===== src/shared/i2c_boot_pkg.sv =====
/*
 * Constants, timing figures, carrier structs and state types for the boot-loader
 * I2C slave timing block and its receive FIFO.
 * Assumes one 100 MHz system clock; pin levels arrive unsynchronised.
 */
// Summary of operation
// - after acknowledging its address the slave stretches SCL about 0.0055 ms.
// - slave ready no earlier than start plus byte time plus stretch, 0.028 ms.
// - a 10 ms timeout runs between successive frames of one command.
// - the same timeout runs between successive bytes inside one frame.
// - timeout expiry raises a system reset and abandons the command.
// - alternative variant uses 0.0054 ms stretch, 0.0279 ms ready, 1.5411 ms wait.
package i2c_boot_pkg;

    localparam int CLK_NS = 10;

    // times in ns, figures as printed in ms scaled to ns
    localparam int BOOT_WAIT_NS = 1542000;
    localparam int BOOT_WAIT_ALT_NS = 1541100;
    localparam int STRETCH_NS = 5500;
    localparam int STRETCH_ALT_NS = 5400;
    localparam int READY_NS = 28000;
    localparam int READY_ALT_NS = 27900;
    localparam int TIMEOUT_NS = 10000000;

    // least time rounded up to whole cycles, never below one
    function automatic int cycles_ceil(input int ns);
        int c;
        c = (ns + CLK_NS - 1) / CLK_NS;
        return (c < 1) ? 1 : c;
    endfunction

    localparam int BOOT_WAIT_CYC = cycles_ceil(BOOT_WAIT_NS);
    localparam int BOOT_WAIT_ALT_CYC = cycles_ceil(BOOT_WAIT_ALT_NS);
    localparam int STRETCH_CYC = cycles_ceil(STRETCH_NS);
    localparam int STRETCH_ALT_CYC = cycles_ceil(STRETCH_ALT_NS);
    localparam int READY_CYC = cycles_ceil(READY_NS);
    localparam int READY_ALT_CYC = cycles_ceil(READY_ALT_NS);
    localparam int TIMEOUT_CYC = TIMEOUT_NS / CLK_NS;

    localparam int DATA_W = 8;
    localparam int FIFO_DEPTH = 32;
    localparam int TMO_W = 20;
    localparam int SINCE_W = 12;
    localparam int STR_W = 10;
    localparam logic [3:0] BITS_BYTE = 4'h8;
    localparam logic [3:0] BITS_ACKED = 4'h1;

    typedef struct packed {
        logic scl;
        logic sda;
    } link_in_s;

    typedef struct packed {
        logic scl_o;
        logic scl_oe_n;
        logic sda_o;
        logic sda_oe_n;
    } link_out_s;

    typedef enum logic [8:0] {
        ST_BOOT = 9'h001,
        ST_IDLE = 9'h002,
        ST_ADDR = 9'h004,
        ST_AACK = 9'h008,
        ST_STRETCH = 9'h010,
        ST_RX = 9'h020,
        ST_RACK = 9'h040,
        ST_TLOAD = 9'h080,
        ST_TX = 9'h100
    } slave_state_e;

    // no ST_TACK code; the ack phase is the tack flag in ST_TX and ST_TACK_FALLBACK aliases ST_IDLE
    localparam slave_state_e ST_TACK_FALLBACK = ST_IDLE;

    typedef struct packed {
        slave_state_e state;
        logic tack;
        logic scl_m;
        logic scl_s;
        logic scl_p;
        logic sda_m;
        logic sda_s;
        logic sda_p;
        logic [DATA_W-1:0] sh;
        logic [3:0] bits;
        logic rw;
        logic [STR_W-1:0] str_cnt;
        logic [SINCE_W-1:0] since;
        logic [TMO_W-1:0] tmo;
        logic cmd_active;
        logic boot_done;
        logic sys_reset;
        logic tx_taken;
        logic push;
        logic rx_valid;
        logic [DATA_W-1:0] rx_data;
        link_out_s link;
    } slave_regs_s;

    localparam slave_regs_s SLAVE_RESET = '{
        state: ST_BOOT, tack: 1'b0,
        scl_m: 1'b1, scl_s: 1'b1, scl_p: 1'b1,
        sda_m: 1'b1, sda_s: 1'b1, sda_p: 1'b1,
        sh: 8'h00, bits: 4'h0, rw: 1'b0,
        str_cnt: 10'h000, since: 12'h000, tmo: 20'h00000,
        cmd_active: 1'b0, boot_done: 1'b0, sys_reset: 1'b0,
        tx_taken: 1'b0, push: 1'b0, rx_valid: 1'b0, rx_data: 8'h00,
        link: '{scl_o: 1'b0, scl_oe_n: 1'b1, sda_o: 1'b0, sda_oe_n: 1'b1}
    };

endpackage


===== src/verilog/i2c_boot_slave.sv =====
/*
 * Boot-loader I2C slave: holds off after reset, stretches SCL after its address,
 * buffers received bytes, sends bytes for reads and watches a per-command timeout
 * that requests a system reset on expiry.
 * Assumes open-drain pins resolved outside; SCL and SDA are asynchronous inputs.
 */
`timescale 1ns/10ps
module i2c_boot_slave import i2c_boot_pkg::*; #(
    parameter logic [6:0] OWN_ADDR = 7'h3A,
    parameter bit ALT_VARIANT = 1'b0,
    parameter int TMO_CYC = TIMEOUT_CYC,
    parameter int BOOT_CYC = ALT_VARIANT ? BOOT_WAIT_ALT_CYC : BOOT_WAIT_CYC
) (
    input wire logic sys_clk, // 100 MHz clock
    input wire logic reset, // async reset, active high
    input wire link_in_s link_in, // asynchronous SCL and SDA pin levels
    output link_out_s link_out, // open-drain drives, enables active low
    output logic [DATA_W-1:0] rx_data, // received byte
    output logic rx_valid, // received byte available
    input wire logic rx_ready, // consumer takes rx_data
    input wire logic [DATA_W-1:0] tx_data, // byte for the next read
    input wire logic tx_valid, // tx_data is offered
    output logic tx_taken, // pulse: tx_data was latched
    input wire logic cmd_done, // pulse: current command has completed
    output logic cmd_active, // a command is in progress
    output logic boot_done, // post-reset hold-off over
    output logic sys_reset_req // pulse: timeout expired
);
    localparam int STR_CYC = ALT_VARIANT ? STRETCH_ALT_CYC : STRETCH_CYC;
    localparam int RDY_CYC = ALT_VARIANT ? READY_ALT_CYC : READY_CYC;
    localparam logic [TMO_W-1:0] TMO_LAST = TMO_W'(TMO_CYC - 1);
    localparam logic [TMO_W-1:0] BOOT_LAST = TMO_W'(BOOT_CYC - 1);
    localparam logic [STR_W-1:0] STR_LAST = STR_W'(STR_CYC - 1);
    localparam logic [SINCE_W-1:0] RDY_LAST = SINCE_W'(RDY_CYC - 1);

    slave_regs_s s, n;
    logic rise;
    logic fall;
    logic start;
    logic stop;
    logic fifo_ready;
    logic fifo_valid;
    logic fifo_pop;
    logic [DATA_W-1:0] fifo_data;

    // edges read only the second sync stage and its delayed copy
    assign rise = s.scl_s & ~s.scl_p;
    assign fall = ~s.scl_s & s.scl_p;
    assign start = s.scl_s & s.scl_p & s.sda_p & ~s.sda_s;
    assign stop = s.scl_s & s.scl_p & ~s.sda_p & s.sda_s;
    // head word moves into the output stage when that stage is empty or being taken
    assign fifo_pop = fifo_valid && (!s.rx_valid || rx_ready);

    i2c_boot_fifo #(
        .WIDTH(DATA_W),
        .DEPTH(FIFO_DEPTH)
    ) u_rx_fifo (
        .sys_clk(sys_clk),
        .reset(reset),
        .in_valid(s.push),
        .in_ready(fifo_ready),
        .in_data(s.sh),
        .out_valid(fifo_valid),
        .out_ready(fifo_pop),
        .out_data(fifo_data)
    );

    always_comb begin
        n = s;
        n.scl_m = link_in.scl;
        n.scl_s = s.scl_m;
        n.scl_p = s.scl_s;
        n.sda_m = link_in.sda;
        n.sda_s = s.sda_m;
        n.sda_p = s.sda_s;
        n.sys_reset = 1'b0;
        n.tx_taken = 1'b0;
        n.push = 1'b0;
        // one-word output stage so rx_valid and rx_data leave from flip-flops
        if (rx_ready) begin
            n.rx_valid = 1'b0;
        end
        if (fifo_pop) begin
            n.rx_valid = 1'b1;
            n.rx_data = fifo_data;
        end
        if (s.since != RDY_LAST) begin
            n.since = s.since + 1'b1;
        end
        if (s.cmd_active) begin
            n.tmo = s.tmo + 1'b1;
        end

        // stop the timeout; an address ack in the same cycle still sets cmd_active
        if (cmd_done) begin
            n.cmd_active = 1'b0;
            n.tmo = '0;
        end

        case (s.state)
            ST_BOOT: begin
                // bus ignored until the host's post-reset wait is over
                n.tmo = s.tmo + 1'b1;
                if (s.tmo == BOOT_LAST) begin
                    n.tmo = '0;
                    n.boot_done = 1'b1;
                    n.state = ST_IDLE;
                end
            end
            ST_IDLE: begin
                n.link.sda_oe_n = 1'b1;
                n.link.scl_oe_n = 1'b1;
            end
            ST_ADDR: begin
                if (rise && s.bits != BITS_BYTE) begin
                    n.sh = {s.sh[DATA_W-2:0], s.sda_s};
                    n.bits = s.bits + 1'b1;
                end
                if (fall && s.bits == BITS_BYTE) begin
                    if (s.sh[7:1] == OWN_ADDR) begin
                        n.rw = s.sh[0];
                        n.link.sda_oe_n = 1'b0;
                        n.cmd_active = 1'b1;
                        n.tmo = '0;
                        n.state = ST_AACK;
                    end else begin
                        n.state = ST_IDLE;
                    end
                end
            end
            ST_AACK: begin
                if (fall) begin
                    n.link.sda_oe_n = 1'b1;
                    n.link.scl_oe_n = 1'b0;
                    n.str_cnt = '0;
                    n.state = ST_STRETCH;
                end
            end
            ST_STRETCH: begin
                n.link.scl_oe_n = 1'b0;
                if (s.str_cnt != STR_LAST) begin
                    n.str_cnt = s.str_cnt + 1'b1;
                end
                // release only after both the stretch and the readiness time
                if (s.str_cnt == STR_LAST && s.since == RDY_LAST) begin
                    n.bits = 4'h0;
                    if (s.rw) begin
                        n.state = ST_TLOAD;
                    end else begin
                        n.link.scl_oe_n = 1'b1;
                        n.state = ST_RX;
                    end
                end
            end
            ST_RX: begin
                if (rise && s.bits != BITS_BYTE) begin
                    n.sh = {s.sh[DATA_W-2:0], s.sda_s};
                    n.bits = s.bits + 1'b1;
                end
                if (!s.scl_s && s.bits == BITS_BYTE) begin
                    if (fifo_ready) begin
                        n.push = 1'b1;
                        n.link.sda_oe_n = 1'b0;
                        n.link.scl_oe_n = 1'b1;
                        n.tmo = '0;
                        n.state = ST_RACK;
                    end else begin
                        // full buffer: hold the clock low until space frees
                        n.link.scl_oe_n = 1'b0;
                    end
                end
            end
            ST_RACK: begin
                if (fall) begin
                    n.link.sda_oe_n = 1'b1;
                    n.bits = 4'h0;
                    n.state = ST_RX;
                end
            end
            ST_TLOAD: begin
                n.link.scl_oe_n = 1'b0;
                if (tx_valid) begin
                    n.sh = tx_data;
                    n.tx_taken = 1'b1;
                    n.link.sda_oe_n = tx_data[DATA_W-1];
                    n.bits = 4'h0;
                    n.tack = 1'b0;
                    n.state = ST_TX;
                end
            end
            ST_TX: begin
                // clock released one cycle after the first bit is set up
                n.link.scl_oe_n = 1'b1;
                if (s.tack) begin
                    if (rise) begin
                        if (s.sda_s) begin
                            n.state = ST_IDLE;
                        end else begin
                            n.bits = BITS_ACKED;
                        end
                    end
                    if (fall && s.bits == BITS_ACKED) begin
                        n.link.scl_oe_n = 1'b0;
                        n.state = ST_TLOAD;
                    end
                end else begin
                    if (rise) begin
                        n.bits = s.bits + 1'b1;
                    end
                    if (fall) begin
                        if (s.bits == BITS_BYTE) begin
                            n.link.sda_oe_n = 1'b1;
                            n.tack = 1'b1;
                            n.bits = 4'h0;
                            n.tmo = '0;
                        end else begin
                            n.sh = {s.sh[DATA_W-2:0], 1'b0};
                            n.link.sda_oe_n = s.sh[DATA_W-2];
                        end
                    end
                end
            end
            default: begin
                n.state = ST_IDLE;
            end
        endcase

        if (s.state != ST_BOOT) begin
            if (start) begin
                n.state = ST_ADDR;
                n.bits = 4'h0;
                n.since = '0;
                n.link.sda_oe_n = 1'b1;
                n.link.scl_oe_n = 1'b1;
                if (s.cmd_active) begin
                    n.tmo = '0;
                end
            end else if (stop) begin
                n.state = ST_IDLE;
                n.link.sda_oe_n = 1'b1;
                n.link.scl_oe_n = 1'b1;
            end
        end

        if (s.cmd_active && s.tmo == TMO_LAST) begin
            // expiry wins over traffic in the same cycle, except that push and tx_taken still pulse
            n.sys_reset = 1'b1;
            n.cmd_active = 1'b0;
            n.tmo = '0;
            n.state = ST_IDLE;
            n.link.sda_oe_n = 1'b1;
            n.link.scl_oe_n = 1'b1;
        end
    end

    always_ff @(posedge sys_clk or posedge reset) begin
        if (reset) begin
            s <= SLAVE_RESET;
        end else begin
            s <= n;
        end
    end

    assign link_out = s.link;
    assign tx_taken = s.tx_taken;
    assign cmd_active = s.cmd_active;
    assign boot_done = s.boot_done;
    assign sys_reset_req = s.sys_reset;
    assign rx_valid = s.rx_valid;
    assign rx_data = s.rx_data;
endmodule


===== src/verilog/i2c_boot_fifo.sv =====
/*
 * Receive FIFO with valid/ready on both sides, width and depth as parameters.
 * Assumes both sides run on sys_clk.
 */
`timescale 1ns/10ps
module i2c_boot_fifo import i2c_boot_pkg::*; #(
    parameter int WIDTH = DATA_W,
    parameter int DEPTH = FIFO_DEPTH
) (
    input wire logic sys_clk, // system clock
    input wire logic reset, // async reset, active high
    input wire logic in_valid, // write strobe
    output logic in_ready, // not full
    input wire logic [WIDTH-1:0] in_data, // write data
    output logic out_valid, // not empty
    input wire logic out_ready, // reader takes the head word
    output logic [WIDTH-1:0] out_data // head word
);
    localparam int PW = $clog2(DEPTH);

    typedef struct packed {
        logic [DEPTH-1:0][WIDTH-1:0] mem;
        logic [PW:0] wr;
        logic [PW:0] rd;
    } fifo_regs_s;

    fifo_regs_s s, n;
    logic full;
    logic empty;

    assign empty = (s.wr == s.rd);
    assign full = (s.wr[PW-1:0] == s.rd[PW-1:0]) && (s.wr[PW] != s.rd[PW]);
    assign in_ready = ~full;
    assign out_valid = ~empty;
    assign out_data = s.mem[s.rd[PW-1:0]];

    always_comb begin
        n = s;
        if (in_valid && !full) begin
            n.mem[s.wr[PW-1:0]] = in_data;
            n.wr = s.wr + 1'b1;
        end
        if (out_ready && !empty) begin
            n.rd = s.rd + 1'b1;
        end
    end

    always_ff @(posedge sys_clk or posedge reset) begin
        if (reset) begin
            s <= '0;
        end else begin
            s <= n;
        end
    end
endmodule


===== config.mk =====
export PLATFORM = sky130hd
export DESIGN_NAME = i2c_boot_slave
export DESIGN_NICKNAME = d
export VERILOG_FILES = /design/src/shared/i2c_boot_pkg.sv /design/src/verilog/i2c_boot_slave.sv /design/src/verilog/i2c_boot_fifo.sv
export SDC_FILE = /design/constraint.sdc
export NUM_CORES = 1
export LEC_CHECK = 0
export BUFFER_PORTS_ARGS = -buffer_cell sky130_fd_sc_hd__buf_2
export CAP_MARGIN = 20
export CELL_PAD_IN_SITES_DETAIL_PLACEMENT = 1
export CELL_PAD_IN_SITES_GLOBAL_PLACEMENT = 1
export CORE_UTILIZATION = 53
export DETAILED_ROUTE_END_ITERATION = 6
export GPL_ROUTABILITY_DRIVEN = 0
export PLACE_DENSITY_LB_ADDON = 0.1
export SLEW_MARGIN = 20
export SYNTH_ARGS = -nofsm -noshare
export SYNTH_HDL_FRONTEND = slang
export SYNTH_SLANG_ARGS = --single-unit

===== constraint.sdc =====
create_clock -name sys_clk -period 15.3 [get_ports sys_clk]
set_input_delay 3.06 -clock sys_clk [delete_from_list [all_inputs] [get_ports sys_clk]]
set_output_delay 3.06 -clock sys_clk [all_outputs]
set_load 0.05 [all_outputs]

Word-level counts from Yosys, hierarchy flattened. Cells that the tools add are included. W data, S select, Z words.

Flip-flop bits (word level): 355. Input bits: 15. Output and inout port bits: 17.

$add $sub $neg: 6. $lt $le $gt $ge: 3. Equal/unequal tests: 30. Muxes and demuxes: 97. Bitwise operators: 12. Reductions and logical operators: 27.

Operators by type and width (count): $bwmux W256 (1); $mux W20 (8); $mux W9 (16); $mux W21 (4); $pmux W9 S9 (1); $pmux W20 S4 (1); $mux W32 (2); $mux W12 (4); $bmux W8 S5 (1); $demux W8 S5 (1); $mux W4 (10); $mux W8 (5); $mux W1 (34); $mux W10 (3); $pmux W8 S3 (1); $add A20 B1 Y20 const B (1); $eq A20 B18 Y1 const B (1); $eq A20 B20 Y1 const B (1); $pmux W10 S2 (1); $pmux W4 S5 (1); $add A12 B1 Y12 const B (1); $add A6 B1 Y6 const B (2); $eq A12 B12 Y1 const B (1); $lt A5 B6 Y1 const B (2); other kinds (38) (72).

Longest topological paths before layout.
Word-level depth: 11. Depth in mapped cells: 10. Mapped depth without buffers: 9.

Modules after synthesis. Synthesis repeated with hierarchy kept, for this count alone.

Cells, all modules: 1298. Area, all modules: 17281.6 um^2.

By module, submodules not included: i2c_boot_fifo (instances 1, cells each 760, area an instance 12351.8 um^2, sequential area each 6706.4 um^2); i2c_boot_slave (instances 1, cells each 538, area an instance 4929.7 um^2, sequential area each 2188.3 um^2).

Worst setup path after synthesis. OpenSTA, ideal clock, no wires.

Path kind: input -> register. Start point: input port tx_valid. End point: register s[65] in the netlist's numbering. Setup time: 0.136 ns. Arrival: 3.949 ns. Data required time: 15.164 ns. Setup slack: 11.215 ns. Cell stages on the path: 4. Path buffers: 1. Cell sequence: o32a_1 o21ai_1 clkbuf_1 o21ai_0.

Word-level cells in the longest chain between the ends: 2.

Ends and longest elaborated chain: from (decl) (RTL line i2c_boot_slave.sv:22) `input wire logic tx_valid,`; $ne A2 B2 Y1 (no source line); $reduce_and A6 Y1 (no source line); to (signal assigned) (RTL line i2c_boot_slave.sv:260) `s <= n;`; to (decl) (RTL line i2c_boot_slave.sv:36) `slave_regs_s s, n;`.

Every way passes these cells. A chain may end at the register's enable or synchronous reset.

==> results.sh <==
export IMPL_result_of_the_run="finished clean"
export IMPL_startpoint_type="primary input"
export IMPL_die_w_um=181.3
export IMPL_worst_path_maximum_fanout=95
export IMPL_fin_crit_sh_pct=31.46
export IMPL_count_of_unique_library_cells_instantiated_by_yosys=71
export IMPL_n_antenna_cell=0
export IMPL_yosysSeqAreaShare_pct=52.20
export IMPL_number_of_antenna_violations_at_the_first_check_in_global_routing=0
export IMPL_slew_headroom_pct=30.03
export IMPL_routed_wl_mm=41.62
export IMPL_hold_viol_final=0
export IMPL_synth_async_reset_ratio_pct=100.0
export IMPL_core_area_um2=31560
export IMPL_setup_viol=0
export IMPL_worst_ep_required_time_ns=15.83
export IMPL_synth_top_flop_cell="sky130_fd_sc_hd__dfrtp_1"
export IMPL_synth_largest_area_cell="sky130_fd_sc_hd__dfrtp_1"
export IMPL_maximum_number_of_pins_on_one_net_before_global_route_repair=96
export IMPL_grt_setup_unrepaired="no"
export IMPL_worst_setup_path_startpoint="reset"
export IMPL_drv_max_cap_violation_count=0
export IMPL_post_synth_top_area_fraction_pct=50.82
export IMPL_reg2reg_depth=9
export IMPL_route_met3_wl_mm=1.776
export IMPL_dr_total_vias=10720
export IMPL_cts_sinks=355
export IMPL_synthesized_area_fraction_occupied_by_ao_oa_aoi_and_oai_cells_pct=4.634
export IMPL_drt_pass1_iter_count=5
export IMPL_clk_transition_reported_paths_ns=0.06
export IMPL_fmaxAchievable_mhz=207.8
export IMPL_min_path_type="register to register"
export IMPL_timing_rr_end="s[35]"
export IMPL_cts_root_buffer="sky130_fd_sc_hd__clkbuf_16"
export IMPL_critical_path_endpoint="s[18]"
export IMPL_ios=32
export IMPL_vdd_ir_drop_max_mv=0.08037
export IMPL_insertion_delay_ns=0.53
export IMPL_grtUsageTotal_pct=26.82
export IMPL_yosysMostFrequentCell="sky130_fd_sc_hd__dfrtp_1"
export IMPL_cts_buffers_inserted=40
export IMPL_fp_dieArea_um2=32870
export IMPL_synth_ff_latch_count=355
export IMPL_overall_overflow_remaining_after_global_route=0
export IMPL_synth_simple_area_share_pct=9.678
export IMPL_via_per_inst=6.234
export IMPL_avgRoutedWirePerCell_um=24.19
export IMPL_cts_repair_timing_setup_buffer_count=0
export IMPL_ys_warn_count=0
export IMPL_post_detailed_route_drc_marker_count=0
export IMPL_detail_route_iter0_violations=633
export IMPL_cts_hold_repair_buffers=0
export IMPL_crit_path_end_kind="asynchronous set/reset pin"
export IMPL_synth_adder_area_share_pct=0.8812
export IMPL_post_synthesis_instance_area_um2=17040
export IMPL_top_layer_used="met4"
export IMPL_power_density_nw_per_um2=109.0
export IMPL_final_period_minus_worst_setup_slack_ns=4.813
export IMPL_reg2reg_from="s[61]"
export IMPL_grt_first_pass_wirelength_mm=68.33
export IMPL_synth_top_family_by_area="multiplexers"
export IMPL_wl_met2_mm=20.44
export IMPL_synth_edff_count=0
export IMPL_start_util_pct=54.00
export IMPL_post_cts_resized=0
export IMPL_drtAntennaViolNets=0
export IMPL_synthXorXnorAreaFrac_pct=1.799
export IMPL_synth_cells=1288
export IMPL_synth_area_leaders="sky130_fd_sc_hd__dfrtp_1, sky130_fd_sc_hd__mux2_2, sky130_fd_sc_hd__mux4_2"
export IMPL_timing_worst_slew_pin_value_ns=1.050
export IMPL_leakage_nw=8.727
export IMPL_cp_data_arrival_time_ns=5.34
export IMPL_io_buffers=29
export IMPL_clockBufferDepth=3
export IMPL_m1_wl_mm=18.63
export IMPL_area_delta_synth_final_pct=10.09
export IMPL_maxSlewViolCount=0
export IMPL_chipHeight_um=181.3
export IMPL_design_power_total_mw=2.045
export IMPL_drive_gt1_share_pct=36.04
export IMPL_first_global_vias=11760
export IMPL_htree_num_levels=2
export IMPL_most_frequent_cells_after_synthesis="sky130_fd_sc_hd__dfrtp_1, sky130_fd_sc_hd__mux2_2, sky130_fd_sc_hd__nand2_1, sky130_fd_sc_hd__mux4_2, sky130_fd_sc_hd__clkbuf_1"
export IMPL_final_nets=1317
export IMPL_cts_tree="yes"
export IMPL_fp_row_count=65
export IMPL_timing_setup_tns_ns=0
export IMPL_post_dp_hpwl_mm=26.19
export IMPL_worst_clock_skew_ns=0.01588
export IMPL_reg2reg_slack_ns=11.80
export IMPL_kind_of_critical_path="primary input to asynchronous set/reset pin"
export IMPL_synthesis_area_per_instance_um2=13.23
export IMPL_synth_mux_area_share_pct=28.09
## logic make-up (layout without fill, tap and decap cells)
| logic type | after synthesis | after routing |
|---|---|---|
| AO/OA/AOI/OAI | 122 | 122 |
| XOR/XNOR | 35 | 35 |
| adder cells (fa/ha/maj) | 12 | 12 |
| buffers and inverters | 105 | 134 |
| flip-flops | 355 | 355 |
| multiplexers | 346 | 346 |
| other | 1 | 2 |
| AND/OR/NAND/NOR | 312 | 312 |
## routing by layer
metal  track usage (%)  vias up
met5                 0        -
met2             44.03      175
li1                  -     4738
met1             37.54     5748
met3             4.535       61
met4             6.136        0
## critical path: stages
cell and delay (ns):
sky130_fd_sc_hd__buf_2 0.13, sky130_fd_sc_hd__inv_8 0.43, sky130_fd_sc_hd__buf_4 0.77, sky130_fd_sc_hd__buf_4 0.86
## area by class of cell
type | count | area (µm²)
multi-input combinational | 829 | 7705
clock inverter | 15 | 167.7
fill | 3069 | 12800
tap | 402 | 503.0
clock buffer | 55 | 1129
inverter | 17 | 71.32
sequential | 355 | 8902
timing repair buffer | 47 | 280.3
## registers in the layout, indices dropped and copies added (netlist names), 2 cells and up
register	count
link_out	2
n	4
rx_data	8
s	68
u_rx_fifo.s	268
## worst min path at each step
stage	cells past startpoint	endpoint	slack, ns	from
5_1_grt	0	n[73]	0.36	n[74]
6_report	0	n[73]	0.36	n[74]
3_5_place_dp	0	n[73]	0.35	n[74]
4_1_cts	0	n[73]	0.36	n[74]
2_1_floorplan	0	n[73]	0.35	n[74]
3_3_place_gp	0	n[73]	0.35	n[74]
## power breakdown
group / switching, mW / internal, mW / leakage [nW] / total, mW
clock: 0.389 / 0.568 / 0.640 / 0.957
combinational: 0.0803 / 0.0343 / 3.18 / 0.115
sequential: 0.0182 / 0.955 / 4.91 / 0.974
## placed cells by master, fill, tap and decap left out, types with 22 or more instances in the layout
cell type,count
sky130_fd_sc_hd__dfrtp_1,344
sky130_fd_sc_hd__mux2_2,257
sky130_fd_sc_hd__nand2_1,92
sky130_fd_sc_hd__mux4_2,80
sky130_fd_sc_hd__nor2_1,52
sky130_fd_sc_hd__clkbuf_16,41
sky130_fd_sc_hd__a21oi_1,34
sky130_fd_sc_hd__o21ai_0,32
sky130_fd_sc_hd__buf_2,29
sky130_fd_sc_hd__nand3_1,22
## stage by stage
step	hold WS, ns	setup WS (ns)	utilization, %	instances	area [µm²]
global route	0.3626	10.04	59.44	1720	18760
floorplan	0.3452	2.406	-	1289	17040
finish	0.3556	10.49	59.44	1720	18760
global placement	0.3472	9.772	55.33	1650	17460
CTS	0.3563	10.31	59.43	1720	18750
detailed placement	0.3475	9.743	55.33	1650	17460
Power figures use the tool's default switching activity.
